File: src/hot_swap_fault_sequencer_pkg.sv
// Constants shared by the hot-swap sequencing and fault logic.
// Assumes a command decoder outside maps serial-bus codes onto the register port.
package hot_swap_fault_sequencer_pkg;
	// Register offsets (command codes).
	localparam logic [7:0] SUMMARY_STATUS_ADDR = 8'h79;
	localparam logic [7:0] INPUT_STATUS_ADDR = 8'h7C;
	localparam logic [7:0] VENDOR_STATUS_ADDR = 8'h80;
	localparam logic [7:0] ALERT_SUPPRESS_MASK_ADDR = 8'hD8;
	localparam logic [7:0] PROTECTION_CONFIG_ADDR = 8'hD9;
	localparam logic [7:0] DIAGNOSTIC_SUMMARY_ADDR = 8'hE1;
	// Reset values.
	localparam logic [15:0] ALERT_MASK_RESET = 16'h0000;
	localparam logic [7:0] PROT_CONFIG_RESET = 8'h00;
	// Field positions.
	localparam int SUMMARY_INPUT_BIT = 13;
	localparam int INPUT_OC_BIT = 2;
	localparam int VENDOR_CB_BIT = 0;
	localparam int DIAG_OC_OP_BIT = 11;
	localparam int DIAG_CB_BIT = 10;
	localparam int DIAG_LATCHED_BIT = 8;
	localparam logic [15:0] DIAG_STICKY_BITS = 16'h0C00;
	localparam int CFG_RETRY_LSB = 0;
	localparam int CFG_CL_VALUE_BIT = 3;
	localparam int CFG_CL_OVERRIDE_BIT = 4;
	localparam int CFG_CB_VALUE_BIT = 5;
	localparam int CFG_CB_OVERRIDE_BIT = 6;
	// Retry selection codes in the protection configuration.
	localparam logic [2:0] RETRY_FROM_PIN = 3'h0;
	localparam logic [2:0] RETRY_UNLIMITED = 3'h7;
	// Number of rising timer ramps in an automatic restart sequence.
	localparam logic [2:0] RESTART_RAMPS_LAST = 3'h7;
	// Synchronised comparator and pin input positions.
	localparam int IN_POR = 0;
	localparam int IN_UV = 1;
	localparam int IN_OV = 2;
	localparam int IN_CURLIM = 3;
	localparam int IN_POWLIM = 4;
	localparam int IN_CB = 5;
	localparam int IN_THI = 6;
	localparam int IN_TMID = 7;
	localparam int IN_TLO = 8;
	localparam int IN_RANGE = 9;
	localparam int IN_RETRY = 10;
	localparam int IN_COUNT = 11;

	typedef enum logic [3:0] {
		S_POWERUP, S_INSERT, S_INSERT_DISCHARGE, S_RUN, S_RETRY_DOWN, S_RETRY_UP, S_LATCHED
	} seq_state_t;
endpackage

File: src/hot_swap_fault_sequencer.sv
// Sequencing, gate and timer current selection, fault status and alert of a hot-swap controller.
// Assumes analog comparators give digital levels and each select line switches one current source.
// What this block does
// - Strongest gate pull-down when supply first appears.
// - Medium pull-down holds gate throughout insertion.
// - Gate charging source on in normal operation.
// - Fault timer source on while limiting.
// - Limiting ends early: normal, strong timer sink.
// - Timer high while limiting: fault, medium pull-down.
// - Undervoltage or overvoltage: medium gate pull-down.
// - Range pin high selects lower current limit.
// - Current-limit timeout sets input and diagnostic bits.
// - Configuration can override the current-limit range.
// - Breaker trip: strongest pull-down, fault timeout starts.
// - Breaker clear: release strong pull-down, limits resume.
// - Breaker trip sets vendor and diagnostic fault bits.
// - Configuration can override the breaker multiple.
// - Power limit modulates gate through external loop.
// - Power-limit timeout sets the same status bits.
// - Restart pin high latches off, weak timer sink.
// - Latched restart accepted only with timer low.
// - Latched-off flag high while latched off.
// - Auto restart ramps timer up seven times.
// - Eighth ramp reaching lowest threshold turns gate on.
// - Retry count from pin or configuration.
// - Insertion charges timer to upper threshold, then discharges.
`timescale 1ns/1ns
`default_nettype none
module hot_swap_fault_sequencer (
	input wire logic clk,
	input wire logic rst_n,
	input wire logic porOk,
	input wire logic undervoltBelow,
	input wire logic overvoltAbove,
	input wire logic currentLimitActive,
	input wire logic powerLimitActive,
	input wire logic breakerTrip,
	input wire logic timerAboveHigh,
	input wire logic timerAboveMid,
	input wire logic timerBelowLow,
	input wire logic limitRangePin,
	input wire logic restartSelectPin,
	input wire logic [7:0] regAddr,
	input wire logic regWrEn,
	input wire logic [15:0] regWrData,
	output logic [15:0] regRdData,
	input wire logic clearFaults,
	input wire logic onOffRestart,
	output logic gatePullStrong,
	output logic gatePullMedium,
	output logic gateSource,
	output logic timerInsertSource,
	output logic timerFaultSource,
	output logic timerSinkStrong,
	output logic timerSinkWeak,
	output logic limitLowRange,
	output logic breakerHighMultiple,
	input wire logic alertLineNIn,
	output logic alertLineNOut,
	output logic alertLineNOe
);
	// Input synchroniser: three stages, a bit changes once stages two and three agree.
	logic [hot_swap_fault_sequencer_pkg::IN_COUNT-1:0] syncS1_q, syncS2_q, syncS3_q, inFilt_q;
	logic [hot_swap_fault_sequencer_pkg::IN_COUNT-1:0] rawIn;
	assign rawIn = {restartSelectPin, limitRangePin, timerBelowLow, timerAboveMid, timerAboveHigh,
		breakerTrip, powerLimitActive, currentLimitActive, overvoltAbove, undervoltBelow, porOk};

	always_ff @(posedge clk or negedge rst_n) begin
		if (!rst_n) begin
			syncS1_q <= '0;
			syncS2_q <= '0;
			syncS3_q <= '0;
			inFilt_q <= '0;
		end else begin
			syncS1_q <= rawIn;
			syncS2_q <= syncS1_q;
			syncS3_q <= syncS2_q;
			inFilt_q <= (syncS2_q & syncS3_q) | (inFilt_q & (syncS2_q ^ syncS3_q));
		end
	end

	logic supplyOk, underV, overV, curLim, powLim, cbTrip, tHigh, tMid, tLow, rangeHigh, retryHigh;
	assign {retryHigh, rangeHigh, tLow, tMid, tHigh, cbTrip, powLim, curLim, overV, underV, supplyOk} = inFilt_q;

	// Host-writable registers.
	logic [15:0] alertMask_q;
	logic [7:0] protConfig_q;
	always_ff @(posedge clk or negedge rst_n) begin
		if (!rst_n) begin
			alertMask_q <= hot_swap_fault_sequencer_pkg::ALERT_MASK_RESET;
			protConfig_q <= hot_swap_fault_sequencer_pkg::PROT_CONFIG_RESET;
		end else if (regWrEn) begin
			if (regAddr == hot_swap_fault_sequencer_pkg::ALERT_SUPPRESS_MASK_ADDR) begin
				alertMask_q <= regWrData;
			end
			if (regAddr == hot_swap_fault_sequencer_pkg::PROTECTION_CONFIG_ADDR) begin
				protConfig_q <= regWrData[7:0];
			end
		end
	end

	// Range and breaker multiple selection; the analog loop modulates the gate itself.
	logic [2:0] retryMode;
	assign retryMode = protConfig_q[hot_swap_fault_sequencer_pkg::CFG_RETRY_LSB +: 3];
	assign limitLowRange = protConfig_q[hot_swap_fault_sequencer_pkg::CFG_CL_OVERRIDE_BIT] ?
		protConfig_q[hot_swap_fault_sequencer_pkg::CFG_CL_VALUE_BIT] : rangeHigh;
	// The larger breaker multiple goes with the higher limit, chosen by the range pin low.
	assign breakerHighMultiple = protConfig_q[hot_swap_fault_sequencer_pkg::CFG_CB_OVERRIDE_BIT] ?
		protConfig_q[hot_swap_fault_sequencer_pkg::CFG_CB_VALUE_BIT] : !rangeHigh;

	// Retry budget: code maps to a count, unlimited bypasses the counter.
	function automatic logic [4:0] retryBudget(input logic [2:0] mode);
		case (mode)
			3'h1: retryBudget = 5'h00;
			3'h2: retryBudget = 5'h01;
			3'h3: retryBudget = 5'h02;
			3'h4: retryBudget = 5'h04;
			3'h5: retryBudget = 5'h08;
			3'h6: retryBudget = 5'h10;
			default: retryBudget = 5'h00;
		endcase
	endfunction

	logic unlimitedRetry, pinLatchOff;
	// Pin high with no configuration means no retries; low or floating means unlimited.
	assign pinLatchOff = (retryMode == hot_swap_fault_sequencer_pkg::RETRY_FROM_PIN) && retryHigh;
	assign unlimitedRetry = (retryMode == hot_swap_fault_sequencer_pkg::RETRY_UNLIMITED) ||
		((retryMode == hot_swap_fault_sequencer_pkg::RETRY_FROM_PIN) && !retryHigh);

	// Sequencer.
	hot_swap_fault_sequencer_pkg::seq_state_t state_q;
	logic [2:0] rampCount_q;
	logic [4:0] retriesLeft_q;
	logic restartPending_q;
	logic limiting, faultTimeout, retryAllowed;
	assign limiting = curLim || powLim || cbTrip;
	assign faultTimeout = (state_q == hot_swap_fault_sequencer_pkg::S_RUN) && limiting && tHigh && !underV && !overV;
	assign retryAllowed = !pinLatchOff && (unlimitedRetry || (retriesLeft_q != 5'h00));

	always_ff @(posedge clk or negedge rst_n) begin
		if (!rst_n) begin
			state_q <= hot_swap_fault_sequencer_pkg::S_POWERUP;
		end else if (!supplyOk) begin
			state_q <= hot_swap_fault_sequencer_pkg::S_POWERUP;
		end else begin
			case (state_q)
				hot_swap_fault_sequencer_pkg::S_POWERUP: begin
					state_q <= hot_swap_fault_sequencer_pkg::S_INSERT;
				end
				hot_swap_fault_sequencer_pkg::S_INSERT: begin
					if (tHigh) begin
						state_q <= hot_swap_fault_sequencer_pkg::S_INSERT_DISCHARGE;
					end
				end
				hot_swap_fault_sequencer_pkg::S_INSERT_DISCHARGE: begin
					if (tLow) begin
						state_q <= hot_swap_fault_sequencer_pkg::S_RUN;
					end
				end
				hot_swap_fault_sequencer_pkg::S_RUN: begin
					if (faultTimeout) begin
						state_q <= retryAllowed ? hot_swap_fault_sequencer_pkg::S_RETRY_DOWN :
							hot_swap_fault_sequencer_pkg::S_LATCHED;
					end
				end
				hot_swap_fault_sequencer_pkg::S_RETRY_DOWN: begin
					if (rampCount_q == hot_swap_fault_sequencer_pkg::RESTART_RAMPS_LAST) begin
						if (tLow) begin
							state_q <= hot_swap_fault_sequencer_pkg::S_RUN;
						end
					end else if (!tMid) begin
						state_q <= hot_swap_fault_sequencer_pkg::S_RETRY_UP;
					end
				end
				hot_swap_fault_sequencer_pkg::S_RETRY_UP: begin
					if (tHigh) begin
						state_q <= hot_swap_fault_sequencer_pkg::S_RETRY_DOWN;
					end
				end
				hot_swap_fault_sequencer_pkg::S_LATCHED: begin
					if (restartPending_q && tLow) begin
						state_q <= hot_swap_fault_sequencer_pkg::S_INSERT;
					end
				end
				default: state_q <= hot_swap_fault_sequencer_pkg::S_POWERUP;
			endcase
		end
	end

	// Counts completed rising ramps of one restart sequence.
	always_ff @(posedge clk or negedge rst_n) begin
		if (!rst_n) begin
			rampCount_q <= 3'h0;
		end else if (state_q == hot_swap_fault_sequencer_pkg::S_RUN) begin
			rampCount_q <= 3'h0;
		end else if (state_q == hot_swap_fault_sequencer_pkg::S_RETRY_UP && tHigh) begin
			rampCount_q <= rampCount_q + 3'h1;
		end
	end

	// The budget refills on each fresh insertion and drops by one per restart attempt.
	always_ff @(posedge clk or negedge rst_n) begin
		if (!rst_n) begin
			retriesLeft_q <= 5'h00;
		end else if (state_q == hot_swap_fault_sequencer_pkg::S_INSERT) begin
			retriesLeft_q <= retryBudget(retryMode);
		end else if (faultTimeout && retryAllowed && !unlimitedRetry) begin
			retriesLeft_q <= retriesLeft_q - 5'h01;
		end
	end

	// Enable pulsed low or an on/off command arms a restart out of latch-off.
	always_ff @(posedge clk or negedge rst_n) begin
		if (!rst_n) begin
			restartPending_q <= 1'b0;
		end else if (state_q != hot_swap_fault_sequencer_pkg::S_LATCHED) begin
			restartPending_q <= 1'b0;
		end else if (underV || onOffRestart) begin
			restartPending_q <= 1'b1;
		end
	end

	// Current source selection; the gate modes are prioritised so exactly one is active.
	logic gateOffMedium, runSupplyBad;
	assign runSupplyBad = underV || overV;
	always_comb begin
		gatePullStrong = 1'b0;
		gateOffMedium = 1'b1;
		timerInsertSource = 1'b0;
		timerFaultSource = 1'b0;
		timerSinkStrong = 1'b0;
		timerSinkWeak = 1'b0;
		case (state_q)
			hot_swap_fault_sequencer_pkg::S_POWERUP: begin
				gatePullStrong = 1'b1;
				gateOffMedium = 1'b0;
				timerSinkStrong = 1'b1;
			end
			hot_swap_fault_sequencer_pkg::S_INSERT: begin
				timerInsertSource = 1'b1;
			end
			hot_swap_fault_sequencer_pkg::S_INSERT_DISCHARGE: begin
				timerSinkStrong = 1'b1;
			end
			hot_swap_fault_sequencer_pkg::S_RUN: begin
				if (runSupplyBad) begin
					timerSinkStrong = 1'b1;
				end else begin
					gateOffMedium = 1'b0;
					gatePullStrong = cbTrip;
					timerFaultSource = curLim || powLim || cbTrip;
					timerSinkStrong = !(curLim || powLim || cbTrip);
				end
			end
			hot_swap_fault_sequencer_pkg::S_RETRY_DOWN: begin
				timerSinkWeak = 1'b1;
			end
			hot_swap_fault_sequencer_pkg::S_RETRY_UP: begin
				timerFaultSource = 1'b1;
			end
			hot_swap_fault_sequencer_pkg::S_LATCHED: begin
				timerSinkWeak = 1'b1;
			end
			default: begin
				timerSinkStrong = 1'b1;
			end
		endcase
	end
	assign gatePullMedium = gateOffMedium;
	assign gateSource = !gatePullStrong && !gateOffMedium;

	// Sticky fault bits: a new event in the clear cycle keeps the bit set.
	logic ocOpFault_q, breakerFault_q, cbTripSeen_q, ocOpSet, breakerSet;
	assign ocOpSet = faultTimeout && (curLim || powLim);
	assign breakerSet = (state_q == hot_swap_fault_sequencer_pkg::S_RUN) && cbTrip && !cbTripSeen_q;
	always_ff @(posedge clk or negedge rst_n) begin
		if (!rst_n) begin
			ocOpFault_q <= 1'b0;
			breakerFault_q <= 1'b0;
			cbTripSeen_q <= 1'b0;
		end else begin
			cbTripSeen_q <= cbTrip;
			ocOpFault_q <= ocOpSet || (ocOpFault_q && !clearFaults);
			breakerFault_q <= breakerSet || (breakerFault_q && !clearFaults);
		end
	end

	logic latchedOff;
	logic [15:0] diagWord, summaryWord;
	logic [7:0] inputWord, vendorWord;
	assign latchedOff = (state_q == hot_swap_fault_sequencer_pkg::S_LATCHED);
	always_comb begin
		diagWord = 16'h0000;
		diagWord[hot_swap_fault_sequencer_pkg::DIAG_OC_OP_BIT] = ocOpFault_q;
		diagWord[hot_swap_fault_sequencer_pkg::DIAG_CB_BIT] = breakerFault_q;
		diagWord[hot_swap_fault_sequencer_pkg::DIAG_LATCHED_BIT] = latchedOff;
		inputWord = 8'h00;
		inputWord[hot_swap_fault_sequencer_pkg::INPUT_OC_BIT] = ocOpFault_q;
		vendorWord = 8'h00;
		vendorWord[hot_swap_fault_sequencer_pkg::VENDOR_CB_BIT] = breakerFault_q;
		summaryWord = 16'h0000;
		summaryWord[hot_swap_fault_sequencer_pkg::SUMMARY_INPUT_BIT] = |inputWord;
	end

	// The latched-off flag is a live state, not a fault, so only sticky bits can alert.
	logic alertActive;
	assign alertActive = |(diagWord & hot_swap_fault_sequencer_pkg::DIAG_STICKY_BITS & ~alertMask_q);
	assign alertLineNOut = 1'b0;
	assign alertLineNOe = alertActive;

	// Read data is registered one cycle after the address; unmapped codes read zero.
	always_ff @(posedge clk or negedge rst_n) begin
		if (!rst_n) begin
			regRdData <= 16'h0000;
		end else begin
			case (regAddr)
				hot_swap_fault_sequencer_pkg::SUMMARY_STATUS_ADDR: regRdData <= summaryWord;
				hot_swap_fault_sequencer_pkg::INPUT_STATUS_ADDR: regRdData <= {8'h00, inputWord};
				hot_swap_fault_sequencer_pkg::VENDOR_STATUS_ADDR: regRdData <= {8'h00, vendorWord};
				hot_swap_fault_sequencer_pkg::ALERT_SUPPRESS_MASK_ADDR: regRdData <= alertMask_q;
				hot_swap_fault_sequencer_pkg::PROTECTION_CONFIG_ADDR: regRdData <= {8'h00, protConfig_q};
				hot_swap_fault_sequencer_pkg::DIAGNOSTIC_SUMMARY_ADDR: regRdData <= diagWord;
				default: regRdData <= 16'h0000;
			endcase
		end
	end

	logic regAddrIndependentAlert;
	assign regAddrIndependentAlert = alertMask_q[hot_swap_fault_sequencer_pkg::DIAG_OC_OP_BIT] || alertLineNOe;
endmodule
`default_nettype wire

File: config.mk
export PLATFORM = sky130hd
export DESIGN_NAME = hot_swap_fault_sequencer
export DESIGN_NICKNAME = d
export VERILOG_FILES = /design/src/hot_swap_fault_sequencer_pkg.sv /design/src/hot_swap_fault_sequencer.sv
export SDC_FILE = /design/constraint.sdc
export NUM_CORES = 1
export LEC_CHECK = 0
export BUFFER_PORTS_ARGS = -buffer_cell sky130_fd_sc_hd__buf_2
export CORE_MARGIN = 5
export CORE_UTILIZATION = 45
export CTS_CLUSTER_DIAMETER = 40
export CTS_CLUSTER_SIZE = 16
export DETAILED_ROUTE_END_ITERATION = 16
export PLACE_DENSITY = 0.78
export SYNTH_ARGS = -nofsm -noshare
export SYNTH_HDL_FRONTEND = slang
export SYNTH_SLANG_ARGS = --single-unit
File: constraint.sdc
create_clock -name clk -period 6.3 [get_ports clk]
set_input_delay 0.63 -clock clk [delete_from_list [all_inputs] [get_ports clk]]
set_output_delay 0.63 -clock clk [all_outputs]
set_load 0.01 [all_outputs]
Yosys cells after proc, flatten, opt, wreduce, memory -nomap -nowiden
Cells that the tools add are included.

storage, ports and cells
  memories kept = 0
  bits in latches = 0
  input port bits = 41
  output and inout bits = 27
  bits in registers = 100
  bits in writable memories = 0
  logic and storage cells = 125
  memory bits (read-only) = 0

operators by class
  div/mod/pow operators = 0
  reduce and logical (&&, ||, !) cells = 48
  multipliers = 0
  eq/ne operators = 25
  add/sub/neg operators = 2
  bitwise logic cells = 6
  mux-type cells = 30
  shift operators = 0
  magnitude comparators = 0

operators by type and width
  cell                                                                    number
  16-bit one-hot mux with 6 select lines                                  1
  8-bit equality test (second input constant)                             4
  4-bit 2-to-1 mux                                                        8
  4-bit one-hot mux with 7 select lines                                   1
  5-bit one-hot mux with 5 select lines                                   1
  11-bit bitwise AND                                                      2
  1-bit logical AND                                                       17
  12-bit by 16-bit bitwise AND with 16-bit output                         1
  8-bit by 7-bit equality test with 1-bit output (second input constant)  2
  16-bit inverter                                                         1
  16-bit OR reduction                                                     1
  3-bit equality test (second input constant)                             5
  4-bit by 3-bit equality test with 1-bit output (second input constant)  3
  1-bit logical NOT                                                       11
  11-bit bitwise OR                                                       1
  11-bit bitwise XOR                                                      1
  1-bit 2-to-1 mux                                                        10
  5-bit 2-to-1 mux                                                        2
  3-bit != test (second input constant)                                   3
  4-bit by 2-bit equality test with 1-bit output (second input constant)  2
  1-bit logical OR                                                        8
  1-bit one-hot mux with 2 select lines                                   4
  3-bit by 2-bit equality test with 1-bit output (second input constant)  2
  3-bit 2-to-1 mux                                                        2
  15 further kinds                                                        18

Logic depth before layout (Yosys ltp)
Gate-level depths: netlist of the first run.

  depth in word-level cells = 10
  mapped depth = 7

Worst setup path before layout of the first run
Ideal clock, no wire load.

  path kind = input -> register
  start = in regAddr[5]
  end = reg alertMask_q[12]
  arrival = 2134 ps
  stages = 5
  path slack = 4039 ps
  path buffers = 1
  library setup time = 128 ps
  cell sequence = or4b_4 > nor3_4 > nand2_2 > buf_2 > mux2_1

between the ends
  cells in the longest elaborated chain, start to end = 2

RTL lines
  what                                  line                            source
  start: declaration                    hot_swap_fault_sequencer.sv:43  input wire logic [7:0] regAddr,
  8-bit equality test                   hot_swap_fault_sequencer.sv:93  if (regAddr == hot_swap_fault_sequencer_pkg::ALERT_SUPPRESS_MASK_ADDR) begin
  2-bit AND reduction (no source line)  n/a
  end signal: assignment                hot_swap_fault_sequencer.sv:90  alertMask_q <= hot_swap_fault_sequencer_pkg::ALERT_MASK_RESET;
  end signal: assignment                hot_swap_fault_sequencer.sv:94  alertMask_q <= regWrData;
  end: declaration                      hot_swap_fault_sequencer.sv:86  logic [15:0] alertMask_q;

No other way between the ends.
A chain may end at the register's enable or synchronous reset.

Final worst setup path of the first run
  start = reg state_q[2]
  end = out timerSinkStrong

between the ends
  cells in the longest elaborated chain, start to end = 3
  elaborated cells between the ends (all ways) = 7
  those cells by class = eq/ne (5); mux (1); reduce/logical (1)

RTL lines
  what                                                                                                              line                             source
  start: declaration                                                                                                hot_swap_fault_sequencer.sv:131  hot_swap_fault_sequencer_pkg::seq_state_t state_q;
  start signal: assignment                                                                                          hot_swap_fault_sequencer.sv:142  state_q <= hot_swap_fault_sequencer_pkg::S_POWERUP;
  start signal: assignment                                                                                          hot_swap_fault_sequencer.sv:144  state_q <= hot_swap_fault_sequencer_pkg::S_POWERUP;
  start signal: assignment                                                                                          hot_swap_fault_sequencer.sv:148  state_q <= hot_swap_fault_sequencer_pkg::S_INSERT;
  4-bit by 3-bit equality test with 1-bit output or 4-bit by 1-bit equality test with 1-bit output (tied branches)  hot_swap_fault_sequencer.sv:233  case (state_q)
  4-bit OR reduction (no source line)                                                                               n/a
  1-bit one-hot mux with 2 select lines *                                                                           hot_swap_fault_sequencer.sv:233
  end: declaration                                                                                                  hot_swap_fault_sequencer.sv:54   output logic timerSinkStrong,

Every way passes the cells marked *; elsewhere a longest branch is shown, timed or not.

==> results of run 1 <==
-- worst reg2reg max path: cells and delay by family, from the launching register on --
kind             cells  cell delay, ns
AO/OA/AOI/OAI        1            0.17
flip-flops           1            0.54
AND/OR/NAND/NOR      3            1.58
-- how the worst max path moves through the flow --
stage                                 startpoint  cells after the start  slack [ns]                     endpoint
after floorplan                       regAddr[5]                      5        4.04  alertMask_q[12]$_DFFE_PN0P_
after global placement                regAddr[5]                      5        3.42   alertMask_q[6]$_DFFE_PN0P_
after detailed placement              regAddr[5]                      5        3.38  alertMask_q[13]$_DFFE_PN0P_
after CTS                 state_q[2]$_DFFE_PN0P_                      4        3.40              timerSinkStrong
after global routing      state_q[2]$_DFFE_PN0P_                      4        3.26              timerSinkStrong
final                     state_q[2]$_DFFE_PN0P_                      4        3.40              timerSinkStrong
-- registers in the layout, indices dropped and copies added (netlist names), 3 cells and up --
register / count
alertMask_q: 16
inFilt_q: 11
protConfig_q: 8
rampCount_q: 3
regRdData: 16
retriesLeft_q: 5
state_q: 4
syncS1_q: 11
syncS2_q: 11
syncS3_q: 11
-- report_power, final --
part / internal, mW / total [mW] / leakage [nW] / switching, mW
logic: 0.0438 / 0.0910 / 0.987 / 0.0472
registers: 0.675 / 0.704 / 1.28 / 0.0294
clock network: 0.150 / 0.379 / 0.0901 / 0.228
-- cells by family after synthesis --
logic type / share of synthesized area [%]
muxes: 7.33
DFF: 60.8
other: 0.0912
adders and majority gates: 4.56
and+or+nand+nor: 12.7
xor gates and xnor gates: 0.213
buffers and inverters: 3.65
AOI/OAI and AO/OA: 10.6
-- metrics by stage --
step           instances  worst slack [ns]  hold WS, ns  area [µm²]
4_1_cts              489              3.40        0.257        4670
3_3_place_gp         474              3.42        0.332        4490
3_5_place_dp         474              3.38        0.335        4490
2_1_floorplan        314              4.04        0.331        4120
6_report             489              3.40        0.248        4670
5_1_grt              489              3.26        0.286        4670
-- cell type report --
| cell class | count | area (µm²) |
|---|---|---|
| clock inverter | 6 | 56.3 |
| inverter | 14 | 52.6 |
| clock buffer | 9 | 124 |
| fill | 715 | 4140 |
| tap | 108 | 135 |
| multi-input combinational | 186 | 1460 |
| sequential | 100 | 2500 |
| timing repair buffer | 66 | 335 |
-- cells in the final DEF (no fill, tap or decap), types with 4 or more instances in the layout --
master,n
mux2_1,7
ha_1,15
and2_1,5
nor2_1,12
buf_2,64
inv_1,14
dfrtp_1,100
nand3_1,7
or4_1,4
clkbuf_8,9
mux2_2,18
o21ai_0,9
a21o_1,13
a31oi_1,5
nor2b_1,5
nand2_1,13
o211ai_1,4
a22o_1,12
-- metal layers --
metal	up-vias	share of wire (%)
met5	-	0
li1	1255	-
met3	13	5.4
met1	1316	42
met4	0	2.3
met2	66	50
==> impl_metrics.toml, run 1 <==
[run_status]
status = "finished clean"

[sta]
grt_setup_unrepaired = "no"
drv_slew = 0
worst_pin_slew_ns = 0.673
slew_headroom_pct = 55.0
fin_tns_setup_ns = 0
timing.fmax_mhz = 345
min_period_over_period_pct = 46.0
final-hold-violation-count = 0
min_period_ns = 2.90
clock_skew_ns = 0.00903
setup_viol = 0

[cts]
cts_buffers = 9
clkSlewWorstSetupHoldPaths_ns = 0.10
htreeDepth = 3
cts_tree = "done"
cts_resized = 0
clk_path_buf_depth = 2
postCtsSetupRepairBufs = 0
clock_latency_ns = 0.36
root_buffer = "clkbuf_8"
postCtsHoldBufs = 0
clkSinkCount = 100

[logic_synthesis]
yosysTopAreaCell = "dfrtp_1"
synth_area_leaders = "dfrtp_1 (61%), mux2_2 (4.9%), ha_1 (4.6%), a22o_1 (2.6%), a21o_1 (2.4%)"
synth-seq-cells = 100
synth_edf_count = 0
ys.flop_type = "dfrtp_1"
ys_async_sr_fraction_pct = 100
ys_seq_area_share_pct = 60.8
synth_top_area_share_pct = 60.8
netlist_area_mm2 = 0.00411
ys_warn_count = 0
yosysMostFrequentCell = "dfrtp_1"
synthCells = 313
synth_top_cells_by_count = "dfrtp_1 (100), mux2_2 (18), ha_1 (15)"
avgSynthCellArea_um2 = 13.1
synth_cell_types = 58

[floorplan]
chipWidth_um = 106
die_area_mm2 = 0.0112
ios = 68
core_area_mm2 = 0.00881
start_util_pct = 46.7
num_rows = 34
die_h_um = 106

[global_routing]
grt_pass1_vias = 2620
grt_use_met3_pct = 4.03
use_met1_pct = 18.6
track_usage_pct = 14.4
grt_max_degree = 54
grt_util_met2_pct = 22.9
busiest_layer = "met2"
antenna_found_initial = 0
grt_pass1_wl_um = 12800
grt_overflow = 0

[critical_path]
r2r_start = "state_q[2]$_DFFE_PN0P_"
path_cells = "nand4bb_1 -> or3_1 -> o22a_1 -> buf_2"
reg2reg_depth = 4
path_delay_family = "simple AND/OR/NAND/NOR gates"
endpoint_kind = "output pin"
r2r-end = "retriesLeft_q[3]$_DFFE_PN0P_"
crit_type = "reg2out"
cp-start-kind = "register"
path_max_fanout = 16
required_ns = 5.67
arrival_ns = 2.27
critPathMaxStageDelay_ns = 0.54
r2r_setup_slack_ns = 3.94
cp_num_buf_inv = 1
crit_slowest_cell = "dfrtp_1"

[pwr]
power_leakage_nw = 2.36
ir_drop_mv = 0.181
power-per-cell-area_mw_per_mm2 = 251
power_mw = 1.17

[layout]
n_antenna_cell = 0
drive_gt1_share_pct = 28.9
area_delta_synth_final_pct = 13.5
num-nets-final = 433
post-route-util_pct = 53.0

[drt]
first_iter_violations = 111
avgRoutedWirePerCell_um = 15.6
routed_wirelength_um = 7640
antenna_left = 0
drc = 0
vias = 2650
viasPerCell = 5.42
drt_pass1_iterations = 5

[hold_path]
hold_path.class = "in2async"

[placement]
io_buffers = 65
gp_congestion = 0.850
dp_hpwl_um = 5550

[flow_run]
maxCapViolCount = 0
(Power assumes the default switching activity.)
==> run 2: changes to the inputs <==
Settings changed: ABC_AREA set to 1.
Clock period 6.3 ns to 2.7 ns, I/O delays scaled along.
==> run 2 against run 1 <==
  * Register-to-register slack worse by 2.8 ns
  * Count of clock-buffer cells in the layout unchanged
  * First-iteration DRC count up 42%
  * Non-clock buffer count grew 8
  * Global-route usage rose by 1.7 points
  * Synthesized cell count increased by 29%
  * Critical path depth grew 3
  * Die area fell by 0.55%
  * Hold slack got worse by 0.24 ns
  * Utilization up 1.7 points
  * Sequential power up 140%
  * Wire length grew 12%
  * Largest cell class unchanged
==> impl_metrics.toml, run 2 <==
[run_status]
status = "finished clean"

[layout]
biggestRegsByFlops = "alertMask_q: 16 flops, regRdData: 16 flops"
num-nets-final = 538
n_antenna_cell = 0
layout_common_cells = "dfrtp_1 (100), nand2_1 (67), buf_2 (64)"
drive_gt1_share_pct = 19.9
area_delta_synth_final_pct = 17.9
fillers = 752
final_area_mm2 = 0.00482
final_common_cell = "dfrtp_1"

[hold_path]
holdCritStartpoint = "undervoltBelow"
holdPathStages = 1
hold_end = "syncS1_q[1]$_DFF_PN0_"
hold_path.class = "in2reg"

[critical_path]
reg2reg_depth = 7
endpoint_kind = "output pin"
path_max_fanout = 9
r2r-end = "retriesLeft_q[0]$_DFFE_PN0P_"
arrival_ns = 1.81
cp-start-kind = "register"
required_ns = 2.43
r2r_setup_slack_ns = 1.11
r2r_start = "state_q[0]$_DFFE_PN0P_"
crit_type = "reg2out"

[floorplan]
core_area_mm2 = 0.00881
chipWidth_um = 105
ios = 68
num_rows = 34
start_util_pct = 46.4
die_h_um = 105
die_area_mm2 = 0.0111

[logic_synthesis]
synth_top_family_by_area = "simple AND/OR/NAND/NOR gates"
synthCells = 405
synthAdderAreaFrac_pct = 4.59
yosysTopAreaCell = "dfrtp_1"
avgSynthCellArea_um2 = 10.1
ys_warn_count = 0
ys_seq_area_share_pct = 61.2
synth_edf_count = 0
ys.flop_type = "dfrtp_1"
ys_async_sr_fraction_pct = 100
synth_xor_area_share_pct = 0.214
synth_compound_area_share_pct = 9.76
synth_top_cells_by_count = "dfrtp_1 (100), nand2_1 (67), inv_1 (50)"
synth-seq-cells = 100
synth_cell_types = 33
synth-simple-area-share_pct = 17.4
netlist_area_mm2 = 0.00409
synth_top_area_share_pct = 61.2
synth_mux_area_share_pct = 0.275
yosysMostFrequentCell = "dfrtp_1"
synth_area_leaders = "dfrtp_1 (61%), nand2_1 (6.2%), ha_1 (4.6%), inv_1 (4.6%), nand3_1 (4.0%)"

[cts]
clkSlewWorstSetupHoldPaths_ns = 0.10
root_buffer = "clkbuf_8"
cts_tree = "done"
postCtsSetupRepairBufs = 0
cts_buffers = 9
clk_path_buf_depth = 2
clkSinkCount = 100
htreeDepth = 3
clock_latency_ns = 0.37
cts_resized = 0

[sta]
setup_viol = 0
timing.fmax_mhz = 481
grt_setup_unrepaired = "no"
worst_pin_slew_ns = 0.655
slew_headroom_pct = 56.2
drv_slew = 0
min_period_ns = 2.08
final-hold-violation-count = 0
fin_tns_setup_ns = 0
setup_ws_ns = 0.619
min_period_over_period_pct = 77.1
clock_skew_ns = 0.0130
hold_ws_ns = 0.0112

[placement]
io_buffers = 65
dp_hpwl_um = 6270
dpl-instance-area_mm2 = 0.00451
gp_congestion = 0.855
place_ws_ns = 0.730

[flow_run]
maxCapViolCount = 0

[drt]
viasPerCell = 5.03
avgRoutedWirePerCell_um = 14.4
antenna_left = 0
vias = 2993
drc = 0
drt_pass1_iterations = 4
routed_wirelength_um = 8580
first_iter_violations = 158

[global_routing]
track_usage_pct = 16.1
grt_overflow = 0
grt_max_degree = 55
grt_pass1_wl_um = 14600
grt_pass1_vias = 3141
antenna_found_initial = 0

[pwr]
power-per-cell-area_mw_per_mm2 = 661
power_mw = 3.19
ir_drop_mv = 0.450
power_leakage_nw = 2.58
## run 2: cell types whose count changed in the layout (fill, tap and decap cells not counted), moves of 8 or more
cell / before / now
o21ai_1: 0 / 16
o21ai_0: 9 / 20
dlygate4sd3_1: 0 / 8
nor2_1: 12 / 36
nand2_1: 13 / 67
inv_1: 14 / 50
mux2_2: 18 / 1
nand3_1: 7 / 33
a22o_1: 12 / 0
## run 2: stage by stage
| stage | instances | utilization, % |
|---|---|---|
| after global placement | 571 | 51.2 |
| after floorplan | 406 | - |
| after global routing | 595 | 54.7 |
| after CTS | 592 | 54.4 |
| after detailed placement | 571 | 51.2 |
| final | 595 | 54.7 |
## run 2: final cells by class
cell class	count	area (µm²)	area share, %
clock buffer	9	124	2.57
clock inverter	7	103	2.13
inverter	53	199	4.13
multi-input combinational	244	1330	27.6
sequential	100	2500	51.9
tap	108	135	2.80
timing repair buffer	74	428	8.88
## run 2: power by group
part / switching, mW / internal (mW)
sequential: 0.0778 / 1.61
clock: 0.551 / 0.537
combinational: 0.247 / 0.167
## run 2: routing by layer
metal / track usage, % / share of wire (%) / vias up
met5: 0 / 0 / -
met4: 6.00 / 2.1 / 0
met3: 3.85 / 4.5 / 18
met2: 27.7 / 52 / 79
met1: 19.7 / 42 / 1417
li1: - / - / 1479
## run 2: repair_timing
item                       in CTS  in global routing
hold endpoints to repair       50                  3
hold buffers                    5                  3
setup endpoints to repair       0                  0
## run 2: worst max path at each step
stage | startpoint | endpoint | cells after the start
5_1_grt | state_q[0]$_DFFE_PN0P_ | gateSource | 7
4_1_cts | state_q[0]$_DFFE_PN0P_ | gateSource | 7
3_5_place_dp | regAddr[1] | alertMask_q[10]$_DFFE_PN0P_ | 7
6_report | state_q[0]$_DFFE_PN0P_ | gateSource | 7
2_1_floorplan | state_q[0]$_DFFE_PN0P_ | gateSource | 8
3_3_place_gp | regAddr[1] | alertMask_q[15]$_DFFE_PN0P_ | 6
## run 2: logic make-up after synthesis
kind of cell,Yosys count
other cells,1
buf+inv,62
xor+xnor,1
mux,1
flops,100
simple gates,158
fa+ha+maj,15
compound gates,67
## run 2: worst max-delay path, cell delays in order, from the launching register on
cell     delay (ns)
dfrtp_1        0.49
nor2_1         0.19
inv_1          0.08
nor2_1         0.23
a21oi_1        0.12
nor2_1         0.14
nor2_1         0.05
buf_2          0.14
